## config.mk

```make
export PLATFORM = sky130hd
export DESIGN_NAME = serial_port_two_modem_pins
export DESIGN_NICKNAME = d
export VERILOG_FILES = /design/src/common/serial2_pkg.sv /design/src/design/modem_change_detect.sv /design/src/design/port6_pin_mux.sv /design/src/design/serial_port_two_modem_pins.sv
export SDC_FILE = /design/constraint.sdc
export NUM_CORES = 1
export LEC_CHECK = 0
export BUFFER_PORTS_ARGS = -buffer_cell sky130_fd_sc_hd__buf_2
export CORE_ASPECT_RATIO = 1.2
export CORE_MARGIN = 10
export CORE_UTILIZATION = 35
export CTS_CLUSTER_SIZE = 25
export DETAILED_ROUTE_END_ITERATION = 8
export HOLD_SLACK_MARGIN = 0.12
export PLACE_DENSITY = 0.61
export SLEW_MARGIN = 30
export SYNTH_ARGS = -nofsm -noshare
export SYNTH_HDL_FRONTEND = slang
export SYNTH_SLANG_ARGS = --single-unit
```

## constraint.sdc

```tcl
create_clock -name clock -period 6 [get_ports clock]
set_clock_uncertainty 0.2 [all_clocks]
set_input_delay 1.2 -clock clock [delete_from_list [all_inputs] [get_ports clock]]
set_output_delay 1.2 -clock clock [all_outputs]
set_load 0.03 [all_outputs]
```

## src/common/serial2_pkg.sv

```systemverilog
package serial2_pkg;

    // Register byte offsets, one aligned word each
    localparam logic [4:0] OFF_MCR     = 5'h00;
    localparam logic [4:0] OFF_MSR     = 5'h04;
    localparam logic [4:0] OFF_CFG     = 5'h08;
    localparam logic [4:0] OFF_GPIO    = 5'h0c;
    localparam logic [4:0] OFF_IRQ_ST  = 5'h10;
    localparam logic [4:0] OFF_IRQ_MSK = 5'h14;
    localparam logic [4:0] OFF_STRAP   = 5'h18;

    // Modem control fields
    localparam int MCR_DTR  = 0;
    localparam int MCR_RTS  = 1;
    localparam int MCR_LOOP = 4;

    // Modem status fields
    localparam int MSR_DCTS = 0;
    localparam int MSR_DDSR = 1;
    localparam int MSR_TERI = 2;
    localparam int MSR_CTS  = 4;
    localparam int MSR_DSR  = 5;
    localparam int MSR_RI   = 6;

    // Config fields: bits 3..0 pick general purpose use per shared pin
    localparam int CFG_IR = 4;

    // Event positions in status, mask and change detector
    localparam int EV_CTS  = 0;
    localparam int EV_DSR  = 1;
    localparam int EV_RING = 2;

    // Reset values
    localparam logic [7:0] MCR_RST  = 8'h00;
    localparam logic [7:0] CFG_RST  = 8'h00;
    localparam logic [7:0] GPIO_RST = 8'h00;
    localparam logic [7:0] MASK_RST = 8'h00;

    // The four pins shared with general purpose port 6, bit 0 is the serial input
    typedef struct packed {
        logic port2_ring_n;
        logic port2_send_clear_n;
        logic port2_set_ready_n;
        logic port2_serial_in;
    } quad_s;

    // Output and enable of one output pin that doubles as a strap input
    typedef struct packed {
        logic o;
        logic oe;
    } drive_s;

    typedef struct packed {
        logic        ack;
        logic [31:0] dat;
        logic [7:0]  modem_control_reg;
        logic [7:0]  cfg;
        logic [7:0]  gpio;
        logic [7:0]  ist;
        logic [7:0]  imask;
        logic        irq;
        drive_s      sout;
        drive_s      rts;
        drive_s      dtr;
        logic        rxd;
        logic [2:0]  strap;
        logic        pgood_prev;
    } top_state_s;

    localparam top_state_s TOP_RST = '{
        ack: 1'b0, dat: 32'h0000_0000, modem_control_reg: MCR_RST, cfg: CFG_RST,
        gpio: GPIO_RST, ist: 8'h00, imask: MASK_RST, irq: 1'b0,
        sout: '{o: 1'b1, oe: 1'b0}, rts: '{o: 1'b1, oe: 1'b0},
        dtr: '{o: 1'b1, oe: 1'b0}, rxd: 1'b1, strap: 3'h0,
        pgood_prev: 1'b0};

    typedef struct packed {
        quad_s o;
        quad_s oe;
        quad_s view;
        quad_s raw;
    } mux_state_s;

    typedef struct packed {
        logic       primed;
        logic [2:0] prev;
    } chg_state_s;

endpackage

```

## src/design/modem_change_detect.sv

```systemverilog
`timescale 1ns/1ps
`default_nettype none
module modem_change_detect (
    input  wire logic       clock,
    input  wire logic       rst,
    input  wire logic [2:0] lvl,
    output logic      [2:0] ev
);
    serial2_pkg::chg_state_s st_ff;
    serial2_pkg::chg_state_s nxt_st;

    // Primed bit stops a false event on the first sample after reset
    always_comb
    begin
        nxt_st = st_ff;
        nxt_st.prev = lvl;
        nxt_st.primed = 1'b1;
        ev = '0;
        if (st_ff.primed)
        begin
            ev[serial2_pkg::EV_CTS] = lvl[0] ^ st_ff.prev[0];
            ev[serial2_pkg::EV_DSR] = lvl[1] ^ st_ff.prev[1];
            ev[serial2_pkg::EV_RING] = lvl[2] & ~st_ff.prev[2];
        end
    end

    always_ff @(posedge clock or posedge rst)
    begin
        if (rst)
            st_ff <= '0;
        else
            st_ff <= nxt_st;
    end
endmodule
`default_nettype wire

```

## src/design/port6_pin_mux.sv

```systemverilog
`timescale 1ns/1ps
`default_nettype none
module port6_pin_mux (
    input  wire logic               clock,
    input  wire logic               rst,
    input  wire logic         [3:0] gp_sel,
    input  wire logic         [3:0] gp_out,
    input  wire logic         [3:0] gp_oe,
    input  wire serial2_pkg::quad_s pins_i,
    output serial2_pkg::quad_s      pins_o,
    output serial2_pkg::quad_s      pins_oe,
    output serial2_pkg::quad_s      view,
    output serial2_pkg::quad_s      raw
);
    serial2_pkg::mux_state_s st_ff;
    serial2_pkg::mux_state_s nxt_st;

    // Port side sees an idle high level on any pin lent to general purpose use
    always_comb
    begin
        nxt_st.o = gp_out;
        nxt_st.oe = gp_oe & gp_sel;
        nxt_st.view = pins_i | gp_sel;
        nxt_st.raw = pins_i;
    end

    always_ff @(posedge clock or posedge rst)
    begin
        if (rst)
            st_ff <= '{o: 4'h0, oe: 4'h0, view: 4'hf, raw: 4'hf};
        else
            st_ff <= nxt_st;
    end

    assign pins_o = st_ff.o;
    assign pins_oe = st_ff.oe;
    assign view = st_ff.view;
    assign raw = st_ff.raw;
endmodule
`default_nettype wire

```

## src/design/serial_port_two_modem_pins.sv

```systemverilog
// Summary of operation
// - Serial output marks high after reset until the core starts sending.
// - Infrared mode holds the wired serial output at the marking level.
// - Control bit set to one drives send request low.
// - Send request is high after reset and throughout loopback.
// - Control bit set to one drives terminal ready low.
// - Terminal ready is high after reset and throughout loopback.
// - Modem drives set ready low; its state reads in modem status.
// - Modem drives send clear low; its state reads in modem status.
// - Modem pulls ring low on a ring; its state reads in modem status.
// - During bus reset the send request pin is an input, caught as strap.
// - During bus reset the terminal ready pin is an input, caught as strap.
// - Serial output pin is sampled as strap when power good rises.
// - Serial input serves the port or general purpose port 6 bit 3.
// - Set ready, send clear, ring serve alternatively as port 6 bits 4-6.
`timescale 1ns/1ps
`default_nettype none
module serial_port_two_modem_pins (
    input  wire logic               clock,
    input  wire logic               rst,
    input  wire logic         [4:0] wb_adr_i,
    input  wire logic        [31:0] wb_dat_i,
    output logic             [31:0] wb_dat_o,
    input  wire logic               wb_we_i,
    input  wire logic         [3:0] wb_sel_i,
    input  wire logic               wb_cyc_i,
    input  wire logic               wb_stb_i,
    output logic                    wb_ack_o,
    output logic                    irq,
    input  wire logic               bus_reset_n,
    input  wire logic               power_good,
    input  wire logic               core_txd,
    output logic                    core_rxd,
    output logic                    core_cts_n,
    output logic                    core_dsr_n,
    output logic                    core_ring_n,
    input  wire serial2_pkg::quad_s shared_i,
    output serial2_pkg::quad_s      shared_o,
    output serial2_pkg::quad_s      shared_oe,
    input  wire logic               port2_serial_out_i,
    output logic                    port2_serial_out_o,
    output logic                    port2_serial_out_oe,
    input  wire logic               port2_send_request_n_i,
    output logic                    port2_send_request_n_o,
    output logic                    port2_send_request_n_oe,
    input  wire logic               port2_terminal_ready_n_i,
    output logic                    port2_terminal_ready_n_o,
    output logic                    port2_terminal_ready_n_oe,
    output logic                    strap_option_four,
    output logic                    strap_option_five,
    output logic                    strap_option_six
);
    serial2_pkg::top_state_s st_ff;
    serial2_pkg::top_state_s nxt_st;
    serial2_pkg::quad_s      view;
    serial2_pkg::quad_s      raw;
    logic              [2:0] msr_lvl;
    logic              [2:0] events;
    logic                    req;
    logic                    wr;
    logic                    loop;
    logic              [7:0] clr;

    // Word decode ignores the byte lane bits of the address
    function automatic logic hit(input logic [4:0] a, input logic [4:0] off);
        return a[4:2] == off[4:2];
    endfunction

    // One request per ack; the idle cycle after ack stops a double take
    assign req = wb_cyc_i & wb_stb_i & ~st_ff.ack;
    assign wr = req & wb_we_i & wb_sel_i[0];
    assign loop = st_ff.modem_control_reg[serial2_pkg::MCR_LOOP];

    port6_pin_mux u_mux (
        .clock   (clock),
        .rst     (rst),
        .gp_sel  (st_ff.cfg[3:0]),
        .gp_out  (st_ff.gpio[3:0]),
        .gp_oe   (st_ff.gpio[7:4]),
        .pins_i  (shared_i),
        .pins_o  (shared_o),
        .pins_oe (shared_oe),
        .view    (view),
        .raw     (raw)
    );

    // Active high modem levels; loopback feeds the control bits back
    always_comb
    begin
        if (loop)
        begin
            msr_lvl[0] = st_ff.modem_control_reg[serial2_pkg::MCR_RTS];
            msr_lvl[1] = st_ff.modem_control_reg[serial2_pkg::MCR_DTR];
            msr_lvl[2] = 1'b0;
        end
        else
        begin
            msr_lvl[0] = ~view.port2_send_clear_n;
            msr_lvl[1] = ~view.port2_set_ready_n;
            msr_lvl[2] = ~view.port2_ring_n;
        end
    end

    modem_change_detect u_chg (
        .clock (clock),
        .rst   (rst),
        .lvl   (msr_lvl),
        .ev    (events)
    );

    // Register file, pin drive and strap capture
    always_comb
    begin
        nxt_st = st_ff;
        nxt_st.ack = req;
        nxt_st.dat = 32'h0000_0000;
        clr = 8'h00;
        if (req && !wb_we_i)
        begin
            if (hit(wb_adr_i, serial2_pkg::OFF_MCR))
                nxt_st.dat[7:0] = st_ff.modem_control_reg;
            else if (hit(wb_adr_i, serial2_pkg::OFF_MSR))
            begin
                nxt_st.dat[serial2_pkg::MSR_DSR] = msr_lvl[1];
                nxt_st.dat[serial2_pkg::MSR_CTS] = msr_lvl[0];
                nxt_st.dat[serial2_pkg::MSR_RI] = msr_lvl[2];
                nxt_st.dat[serial2_pkg::MSR_DCTS] = st_ff.ist[serial2_pkg::EV_CTS];
                nxt_st.dat[serial2_pkg::MSR_DDSR] = st_ff.ist[serial2_pkg::EV_DSR];
                nxt_st.dat[serial2_pkg::MSR_TERI] = st_ff.ist[serial2_pkg::EV_RING];
            end
            else if (hit(wb_adr_i, serial2_pkg::OFF_CFG))
                nxt_st.dat[7:0] = st_ff.cfg;
            else if (hit(wb_adr_i, serial2_pkg::OFF_GPIO))
                nxt_st.dat[11:0] = {raw, st_ff.gpio};
            else if (hit(wb_adr_i, serial2_pkg::OFF_IRQ_ST))
                nxt_st.dat[7:0] = st_ff.ist;
            else if (hit(wb_adr_i, serial2_pkg::OFF_IRQ_MSK))
                nxt_st.dat[7:0] = st_ff.imask;
            else if (hit(wb_adr_i, serial2_pkg::OFF_STRAP))
                nxt_st.dat[2:0] = st_ff.strap;
        end

        // Writes; unmapped words are acked and dropped
        if (wr)
        begin
            if (hit(wb_adr_i, serial2_pkg::OFF_MCR))
                nxt_st.modem_control_reg = wb_dat_i[7:0];
            else if (hit(wb_adr_i, serial2_pkg::OFF_CFG))
                nxt_st.cfg = wb_dat_i[7:0];
            else if (hit(wb_adr_i, serial2_pkg::OFF_GPIO))
                nxt_st.gpio = wb_dat_i[7:0];
            else if (hit(wb_adr_i, serial2_pkg::OFF_IRQ_ST))
                clr = wb_dat_i[7:0];
            else if (hit(wb_adr_i, serial2_pkg::OFF_IRQ_MSK))
                nxt_st.imask = wb_dat_i[7:0];
        end

        // Event set beats a simultaneous write-one clear
        nxt_st.ist = (st_ff.ist & ~clr) | {5'h00, events};
        nxt_st.irq = |(nxt_st.ist & nxt_st.imask);

        // marking unless the core is sending on the wire
        if (st_ff.cfg[serial2_pkg::CFG_IR] || loop)
            nxt_st.sout.o = 1'b1;
        else
            nxt_st.sout.o = core_txd;

        // strap caught at the rising edge of power good
        nxt_st.pgood_prev = power_good;
        if (power_good && !st_ff.pgood_prev)
            nxt_st.strap[2] = port2_serial_out_i;
        nxt_st.sout.oe = st_ff.pgood_prev;

        // request to send, high in loopback
        nxt_st.rts.o = ~(st_ff.modem_control_reg[serial2_pkg::MCR_RTS] & ~loop);
        nxt_st.dtr.o = ~(st_ff.modem_control_reg[serial2_pkg::MCR_DTR] & ~loop);

        // pins float and are caught while bus reset holds
        nxt_st.rts.oe = bus_reset_n;
        nxt_st.dtr.oe = bus_reset_n;
        if (!bus_reset_n)
        begin
            nxt_st.strap[1] = port2_send_request_n_i;
            nxt_st.strap[0] = port2_terminal_ready_n_i;
        end

        // loopback returns the core's own data
        nxt_st.rxd = loop ? core_txd : view.port2_serial_in;
    end

    always_ff @(posedge clock or posedge rst)
    begin
        if (rst)
            st_ff <= serial2_pkg::TOP_RST;
        else
            st_ff <= nxt_st;
    end

    // Outputs straight from the state register; modem lines straight from the pin mux register
    assign wb_dat_o = st_ff.dat;
    assign wb_ack_o = st_ff.ack;
    assign irq = st_ff.irq;
    assign core_rxd = st_ff.rxd;
    assign core_cts_n = view.port2_send_clear_n;
    assign core_dsr_n = view.port2_set_ready_n;
    assign core_ring_n = view.port2_ring_n;
    assign port2_serial_out_o = st_ff.sout.o;
    assign port2_serial_out_oe = st_ff.sout.oe;
    assign port2_send_request_n_o = st_ff.rts.o;
    assign port2_send_request_n_oe = st_ff.rts.oe;
    assign port2_terminal_ready_n_o = st_ff.dtr.o;
    assign port2_terminal_ready_n_oe = st_ff.dtr.oe;
    assign strap_option_four = st_ff.strap[0];
    assign strap_option_five = st_ff.strap[1];
    assign strap_option_six = st_ff.strap[2];
endmodule
`default_nettype wire

```

# Yosys cells after proc, flatten, opt, wreduce, memory -nomap -nowiden
# Cells that the tools add are included.
# totals
regBits,84
ramBits,0
latchBits,0
output_inout_bits,55
in_bits,56
romBits,0
n_memories,0
# classes
reduce_logical,10
magnitude_cmp,0
n_eq_ne,6
shifts,0
div_mod_pow,0
multipliers,0
addsub,0
mux,30
n_bitwise,25
# ops
op,n
8-bit two-way mux,15
3-bit two-way mux,6
8-bit bitwise AND,2
12-bit two-way mux,1
4-bit two-way mux,3
5-bit two-way mux,2
1-bit inverter,10
3-bit equality test (second input constant),3
8-bit inverter,1
8-bit by 3-bit bitwise OR with 8-bit output,1
8-bit OR reduction,1
1-bit bitwise AND,7
3-bit by 2-bit equality test with 1-bit output (second input constant),2
4-bit bitwise AND,1
4-bit bitwise OR,1
4-bit AND reduction,1
3-bit by 1-bit equality test with 1-bit output (second input constant),1
3-bit logical NOT,1
1-bit two-way mux,3
3-bit AND reduction,1
1-bit logical AND,2
1-bit logical NOT,2
2-bit AND reduction,1
1-bit XOR,2
1-bit logical OR,1

# Longest topological paths before layout
# Gate-level depths: netlist of run 1.
# depth
depth_word,11
depth_mapped,7
ltp_nobuf,5

# By module
# Synthesis of run 1 repeated with hierarchy kept, for this count alone.
# hier_totals
cells_unflattened,309
hier_area_um2,3792.4
# by_module_without_submodules
mod,area_per_inst_um2,cells_per_inst,seq_area_each_um2,n_inst
serial_port_two_modem_pins,3176.8,273,1606.5,1
port6_pin_mux,469.2,25,410.4,1
modem_change_detect,146.4,11,100.1,1

# Least setup slack after synthesis of run 1
# No wires, ideal clock.
# synth_timing
kind,input to register
from,input wb_adr_i[4]
to,register st_ff (netlist bit loop)
cell_stages,4
arrival_ns,2.381
setup_time_ns,0.125
slack_ns,3.294
cell_sequence,buf_6 -> or3_1 -> nor2_2 -> mux2_2
# synth_between
elab_chain_len,2
# synth_rtl
element,line_no,rtl
from (decl),serial_port_two_modem_pins.sv:21,"input wire logic [4:0] wb_adr_i,"
3-bit logical NOT,serial_port_two_modem_pins.sv:66,return a[4:2] == off[4:2];
2-bit AND reduction (no line),n/a,
to (signal assigned),serial_port_two_modem_pins.sv:194,st_ff <= serial2_pkg::TOP_RST;
to (signal assigned),serial_port_two_modem_pins.sv:196,st_ff <= nxt_st;
to (decl),serial_port_two_modem_pins.sv:53,serial2_pkg::top_state_s st_ff;
# No other way between the ends.
# A chain may end at the register's enable or synchronous reset.

==> run_results.csv, run 1 <==
group,metric,value,unit
status,outcome,"completed",
detailed_routing,routed-via-count,2407,
synthesis,synth.most_common_cell,"dfrtp_1",
setup_path,cp.arrival,2.97,ns
floorplanning,row_count,41,
timing,final-hold-violation-count,0,
power,ir_drop,0.1611,mV
floorplanning,die_area,15260,um2
run,max_cap_viol_count,0,
timing,max-slew-margin-rel,44.03,%
detailed_routing,drt_pre_antenna_iters,4,
timing,finalSetupViolations,0,
timing,tightestPinTransition,0.8331,ns
synthesis,netlist.top_cell.by_area,"dfrtp_1",
setup_path,cp-start-kind,"primary input",
timing,fin_crit,2.988,ns
timing,fin_worst_hold_slack,0.1783,ns
clock_tree,htree_levels,3,
power,static-leakage-power,2.108,nW
placement,detailed_place_hpwl,6116,um
finish,layout_cell_share_with_drive_strength_beyond_1,39.39,%
floorplanning,floorplan.io_pins,111,
detailed_routing,ant_nets,0,
finish,fill_cell_total_of_the_finished_layout,1007,
timing,min_period_over_period,49.81,%
synthesis,synth_enable_flop_cells,0,
synthesis,ys_top_cells_by_area,"dfrtp_1, mux2_2, dfstp_2",
timing,fin_setup_tns,0,ns
clock_tree,cts_inserted_buffers,9,
grt,grt_usage,11.40,%
clock_tree,number_of_hold_buffers_added_after_cts,0,
timing,setup_repair_after_global_routing_missed_its_margin,"no",
clock_tree,cts_tree,"done",
synthesis,synth_top_cells_by_count,"dfrtp_1, mux2_2, buf_4, a21oi_1, nor2_1",
finish,fin_nets,414,
setup_path,setup.worst_path.class,"in -> reg",
floorplanning,initial_core_util,35.63,%
grt,grt_start_max_net_pins,85,
synthesis,synth_sequential_area_ratio,56.49,%
setup_path,critical_path.max_fanout,19,
power,power_density,337.2,nW/um2
synthesis,synth_cell_types,43,
detailed_routing,avgRoutedWirePerCell,17.40,um
finish,synthToLayoutAreaGrowth,16.13,%
synthesis,async_sr_flop_fraction,100.0,%
setup_path,crit-reg2reg-launch,"wb_ack_o",
synthesis,synth_cells,307,
detailed_routing,detailed_route_iter0_violations,176,
clock_tree,cts_root_buf,"clkbuf_16",
clock_tree,worst_skew_pair.late_latency,0.34,ns
hold_path,hold_class,"reg -> reg",
synthesis,avgSynthCellArea,12.21,um2
clock_tree,cts_buffer_depth,2,
timing,slew_viol_final,0,
grt,grt_antenna_before_repair,0,
synthesis,yosys_register_bits,84,
clock_tree,path_clk_slew,0.06,ns
setup_path,rrSetupSlack,3.80,ns
timing,fmaxAchievable,334.6,MHz
grt,first_global_vias,2469,
grt,grt_first_pass_wirelength,13540,um
floorplanning,dieHeight,133.4,um
synthesis,yosys_warnings,0,
setup_path,crit_required,5.99,ns
hold_path,hold_start,"nxt_st[9]",
placement,port-buffer-count,61,
setup_path,cp-startpoint,"wb_adr_i[4]",
placement,dpl-instance-area,4001,um2
floorplanning,fp.dieW,114.5,um
synthesis,synthesis.area,3747,um2
detailed_routing,drc_errors,0,
finish,postLayoutCellArea,4352,um2
synthesis,yosysTopAreaCellShare,48.08,%
grt,grt_remaining_overflow,0,
clock_tree,cts_repair_resize_count,0,
clock_tree,post-cts-setup-buffer-count,0,
setup_path,timing.critical_path.to_type,"register",
detailed_routing,wirelength,8561,um
floorplanning,core,10520,um2
synthesis,predominant_post_synthesis_flop_cell,"dfrtp_1",
placement,routability_cong,0.8243,
finish,antenna_cells_inserted,0,
finish,post-route-util,41.38,%
clock_tree,clock_sink_count,84,
detailed_routing,vias_per_inst,4.892,
-- cells in the final DEF (no fill, tap or decap), drive strengths merged, types with 10 or more instances in the layout --
master and instances:
nor2 15, dfrtp 72, conb 21, buf 62
mux2 39, clkbuf 10, dfstp 12, nand2 11
a21oi 13, and2 12, nor2b 10, o21ai 12
-- layer usage --
metal,track usage [%],wire [um],up-vias
li1,-,-,1121
met1,12.58,3175,1195
met2,19.06,4422,81
met3,4.447,800,10
met4,4.533,163,0
met5,0,0,-
-- through the flow --
step | setup slack [ns] | power (mW) | std cells
2_1_floorplan | 2.455 | 0.7976 | 326
3_5_place_dp | 2.629 | 0.8459 | 476
3_3_place_gp | 2.645 | 0.8408 | 476
5_1_grt | 2.850 | 1.536 | 492
4_1_cts | 2.970 | 1.488 | 492
6_report | 3.012 | 1.467 | 492
-- where the power goes --
group	internal, mW	switching, mW
registers	0.620	0.0300
logic	0.0652	0.118
clock network	0.417	0.216
total	1.10	0.365
-- cell families after synthesis --
| logic type | after synthesis | synth area share, % |
|---|---|---|
| compound gates | 59 | 10.15 |
| buf+inv | 47 | 8.514 |
| other cells | 2 | 0.2004 |
| simple gates | 72 | 11.65 |
| mux | 43 | 12.99 |
| flops | 84 | 56.49 |
-- sequential cells by signal (all words and copies together), names as in the netlist, 4 cells and up --
register and count:
st_ff 39, wb_dat_o 12, u_mux.pins_o 4, u_mux.pins_oe 4, u_mux.raw 4, u_mux.view 4, u_chg.st_ff 4
-- critical path, stage by stage --
cell and delay, ns:
buf_2 0.36, nand4b_4 0.18, nor3_1 0.67, a21boi_0 0.23
o21ai_0 0.20, nand4_1 0.14
-- worst paths after layout --
check	to	cells past startpoint
min in group asynchronous	port2_serial_out_oe	3
min reg2reg	port2_serial_out_oe	0
max in group asynchronous	st_ff[26]	3
max	irq	6
max reg2reg	irq	5
min	port2_serial_out_oe	0
-- area by class of cell --
type                    count  area (um2)  area share, %
flip-flops and latches     84        2117          48.65
clock inverters             6       111.4          2.559
clock buffers              10       239.0          5.492
well taps                 129       161.4          3.709
inverters                   6       23.77         0.5463
repair buffers             62       316.6          7.274
multi-input cells         195        1383          31.77
(Power assumes the default switching activity.)
==> run 2: changes to the inputs <==
Settings changed: ABC_AREA from default to 1.
Clock period 6 ns to 3 ns, I/O delays scaled along.
==> run 2 against run 1 <==
Against the previous run:
- first-iteration DRC count grew 51%
- non-clock buffer count rose by 3
- register-to-register slack worse by 2.7 ns
- synthesized cell count is 30% higher
- sequential power is 100% higher
- worst setup slack got worse by 2.0 ns
- largest power group unchanged
- die area decreased by 0.37%
- clock power up 55%
- combinational power grew 100%
- critical endpoint is now st_ff[42]
- power rose by 81%
- via count rose by 15%
- critical path depth did not move
==> run_results.csv, run 2 <==
group,metric,value,unit
finish,max_flop_register,"st_ff",
timing,setup_repair_after_global_routing_missed_its_margin,"no",
timing,fmaxAchievable,514.0,MHz
synthesis,synth_enable_flop_cells,0,
power,power_density,626.3,nW/um2
detailed_routing,detailed_route_iter0_violations,265,
synthesis,synth_cell_types,31,
finish,most-common-layout-cells,"nand2_1, dfrtp_1, buf_2, o21ai_0, inv_1",
power,ir_drop,0.2873,mV
grt,grt_antenna_before_repair,0,
finish,stdcell_count,585,
synthesis,yosysTopAreaCellShare,48.29,%
setup_path,crit_required,3.01,ns
timing,fin_crit,1.945,ns
clock_tree,worst_skew_pair.late_latency,0.33,ns
placement,detailed_place_hpwl,6865,um
setup_path,cp-start-kind,"primary input",
detailed_routing,drt_pre_antenna_iters,5,
finish,largest_register_ffs,39,
synthesis,predominant_post_synthesis_flop_cell,"dfrtp_1",
detailed_routing,routed-via-count,2759,
floorplanning,fp.dieW,114.3,um
detailed_routing,avgRoutedWirePerCell,15.53,um
synthesis,async_sr_flop_fraction,100.0,%
timing,finalSetupViolations,0,
timing,max-slew-margin-rel,58.69,%
placement,place.detailed.instances,568,
synthesis,yosys_warnings,0,
finish,synthToLayoutAreaGrowth,13.55,%
placement,pre_cts_slack,0.7362,ns
grt,grt_usage,12.18,%
synthesis,synth.most_common_cell,"nand2_1",
clock_tree,post-cts-setup-buffer-count,0,
timing,tightestPinTransition,0.6174,ns
synthesis,synth_top_cells_by_count,"nand2_1, dfrtp_1, inv_1, o21ai_0, buf_4",
detailed_routing,ant_nets,0,
clock_tree,number_of_hold_buffers_added_after_cts,1,
setup_path,timing.critical_path.cells,"buf_2, nand3_1, inv_1, nand2_2, nand2_1, o21ai_0",
synthesis,avgSynthCellArea,9.375,um2
synthesis,synthesis.area,3731,um2
floorplanning,core,10470,um2
clock_tree,cts_root_buf,"clkbuf_16",
grt,first_global_vias,2811,
floorplanning,row_count,41,
finish,layout_cell_share_with_drive_strength_beyond_1,24.34,%
finish,antenna_cells_inserted,0,
timing,slew_viol_final,0,
timing,final-hold-violation-count,0,
synthesis,ys_top_cells_by_area,"dfrtp_1, nand2_1, dfstp_2",
timing,fin_setup_tns,0,ns
clock_tree,cts_repair_resize_count,0,
grt,grt_start_max_net_pins,31,
floorplanning,die_area,15210,um2
floorplanning,floorplan.io_pins,111,
setup_path,crit_buf_inv,2,
setup_path,critical_path.max_fanout,16,
clock_tree,htree_levels,3,
detailed_routing,wirelength,9085,um
clock_tree,cts_inserted_buffers,9,
setup_path,cp_max_stage_delay,0.42,ns
run,max_cap_viol_count,0,
grt,grt_remaining_overflow,0,
detailed_routing,vias_per_inst,4.716,
clock_tree,clock_sink_count,84,
synthesis,synth_cells,398,
floorplanning,dieHeight,133.1,um
setup_path,setup.worst_path.class,"in -> reg",
grt,grt_first_pass_wirelength,14700,um
status,outcome,"completed",
clock_tree,cts_buffer_depth,2,
setup_path,timing.critical_path.to_type,"register",
timing,min_period_over_period,64.85,%
setup_path,timing.critical_path.slowest_stage_cell,"nand3_1",
detailed_routing,drc_errors,0,
synthesis,yosys_register_bits,84,
hold_path,hold_class,"in -> reg",
power,static-leakage-power,2.227,nW
placement,routability_cong,0.8866,
timing,final_ws_setup,1.055,ns
synthesis,synth_sequential_area_ratio,56.74,%
finish,mostFrequentLayoutCell,"nand2_1",
placement,port-buffer-count,61,
finish,fin_nets,507,
floorplanning,initial_core_util,35.65,%
setup_path,cp.arrival,1.95,ns
clock_tree,cts_tree,"done",
synthesis,netlist.top_cell.by_area,"dfrtp_1",
clock_tree,path_clk_slew,0.06,ns
setup_path,rrSetupSlack,1.14,ns
setup_path,cp_top_family,"simple AND/OR/NAND/NOR gates",
[run 2: cell count changes after synthesis, moves of 5 or more]
| cell | change |
|---|---|
| inv_1 | +31 |
| nor2b_1 | -10 |
| nand2_1 | +92 |
| nand2_2 | +5 |
| mux2_2 | -34 |
| a22oi_1 | -7 |
| nand3_1 | +18 |
| and2_1 | -12 |
| a21boi_0 | -5 |
| o21ai_0 | +25 |
[run 2: cell type report]
| type | instances | area (um2) |
|---|---|---|
| clock buffers | 13 | 240.2 |
| clock inverters | 3 | 17.52 |
| fillers | 1093 | 6228 |
| inverters | 38 | 143.9 |
| multi-input cells | 253 | 1219 |
| flip-flops and latches | 84 | 2117 |
| well taps | 129 | 161.4 |
| repair buffers | 65 | 337.8 |
[run 2: per-stage QoR]
stage	cell area [um2]	power, mW	hold WS, ns	utilization (%)
after floorplan	3802	1.598	0.1537	-
after CTS	4237	2.681	0.1665	40.48
after detailed placement	3969	1.696	0.1756	37.92
final	4237	2.653	0.1769	40.48
after global placement	3969	1.687	0.1581	37.92
after global routing	4237	2.782	0.1682	40.48
[run 2: kinds of logic (layout without fill, tap and decap cells)]
logic type             Yosys count  in the layout  synth area share [%]
AND/OR/NAND/NOR                163            163                 20.42
flip-flops                      84             84                 56.74
buffers and inverters           80            119                 12.51
AO/OA/AOI/OAI                   67             67                 9.524
other                            2             21                0.2013
multiplexers                     2              2                0.6036
[run 2: metal layers]
metal / wire length [um] / vias to the layer above / global-route usage, % / share of wire, %
met5: 0 / - / 0 / 0
li1: - / 1328 / - / -
met1: 3958 / 1315 / 15.43 / 44
met2: 4320 / 98 / 18.85 / 48
met4: 197 / 0 / 5.509 / 2.2
met3: 609 / 18 / 3.279 / 6.7
[run 2: path summary, 6_finish.rpt]
kind                             start                       end  cells past startpoint
setup / recovery           wb_adr_i[3]                 st_ff[42]                      6
hold / removal             shared_i[2]              u_mux.raw[2]                      1
setup reg to reg              wb_ack_o                       irq                      8
hold reg to reg              nxt_st[9]       port2_serial_out_oe                      0
max in group asynchronous          rst  port2_terminal_ready_n_o                      4
min in group asynchronous          rst           u_mux.pins_o[2]                      3
[run 2: power breakdown]
| group | switching (mW) | total, mW | internal (mW) |
|---|---|---|---|
| clock | 0.421 | 0.980 | 0.559 |
| combinational | 0.269 | 0.372 | 0.104 |
| sequential | 0.0584 | 1.30 | 1.24 |
| total | 0.748 | 2.65 | 1.91 |
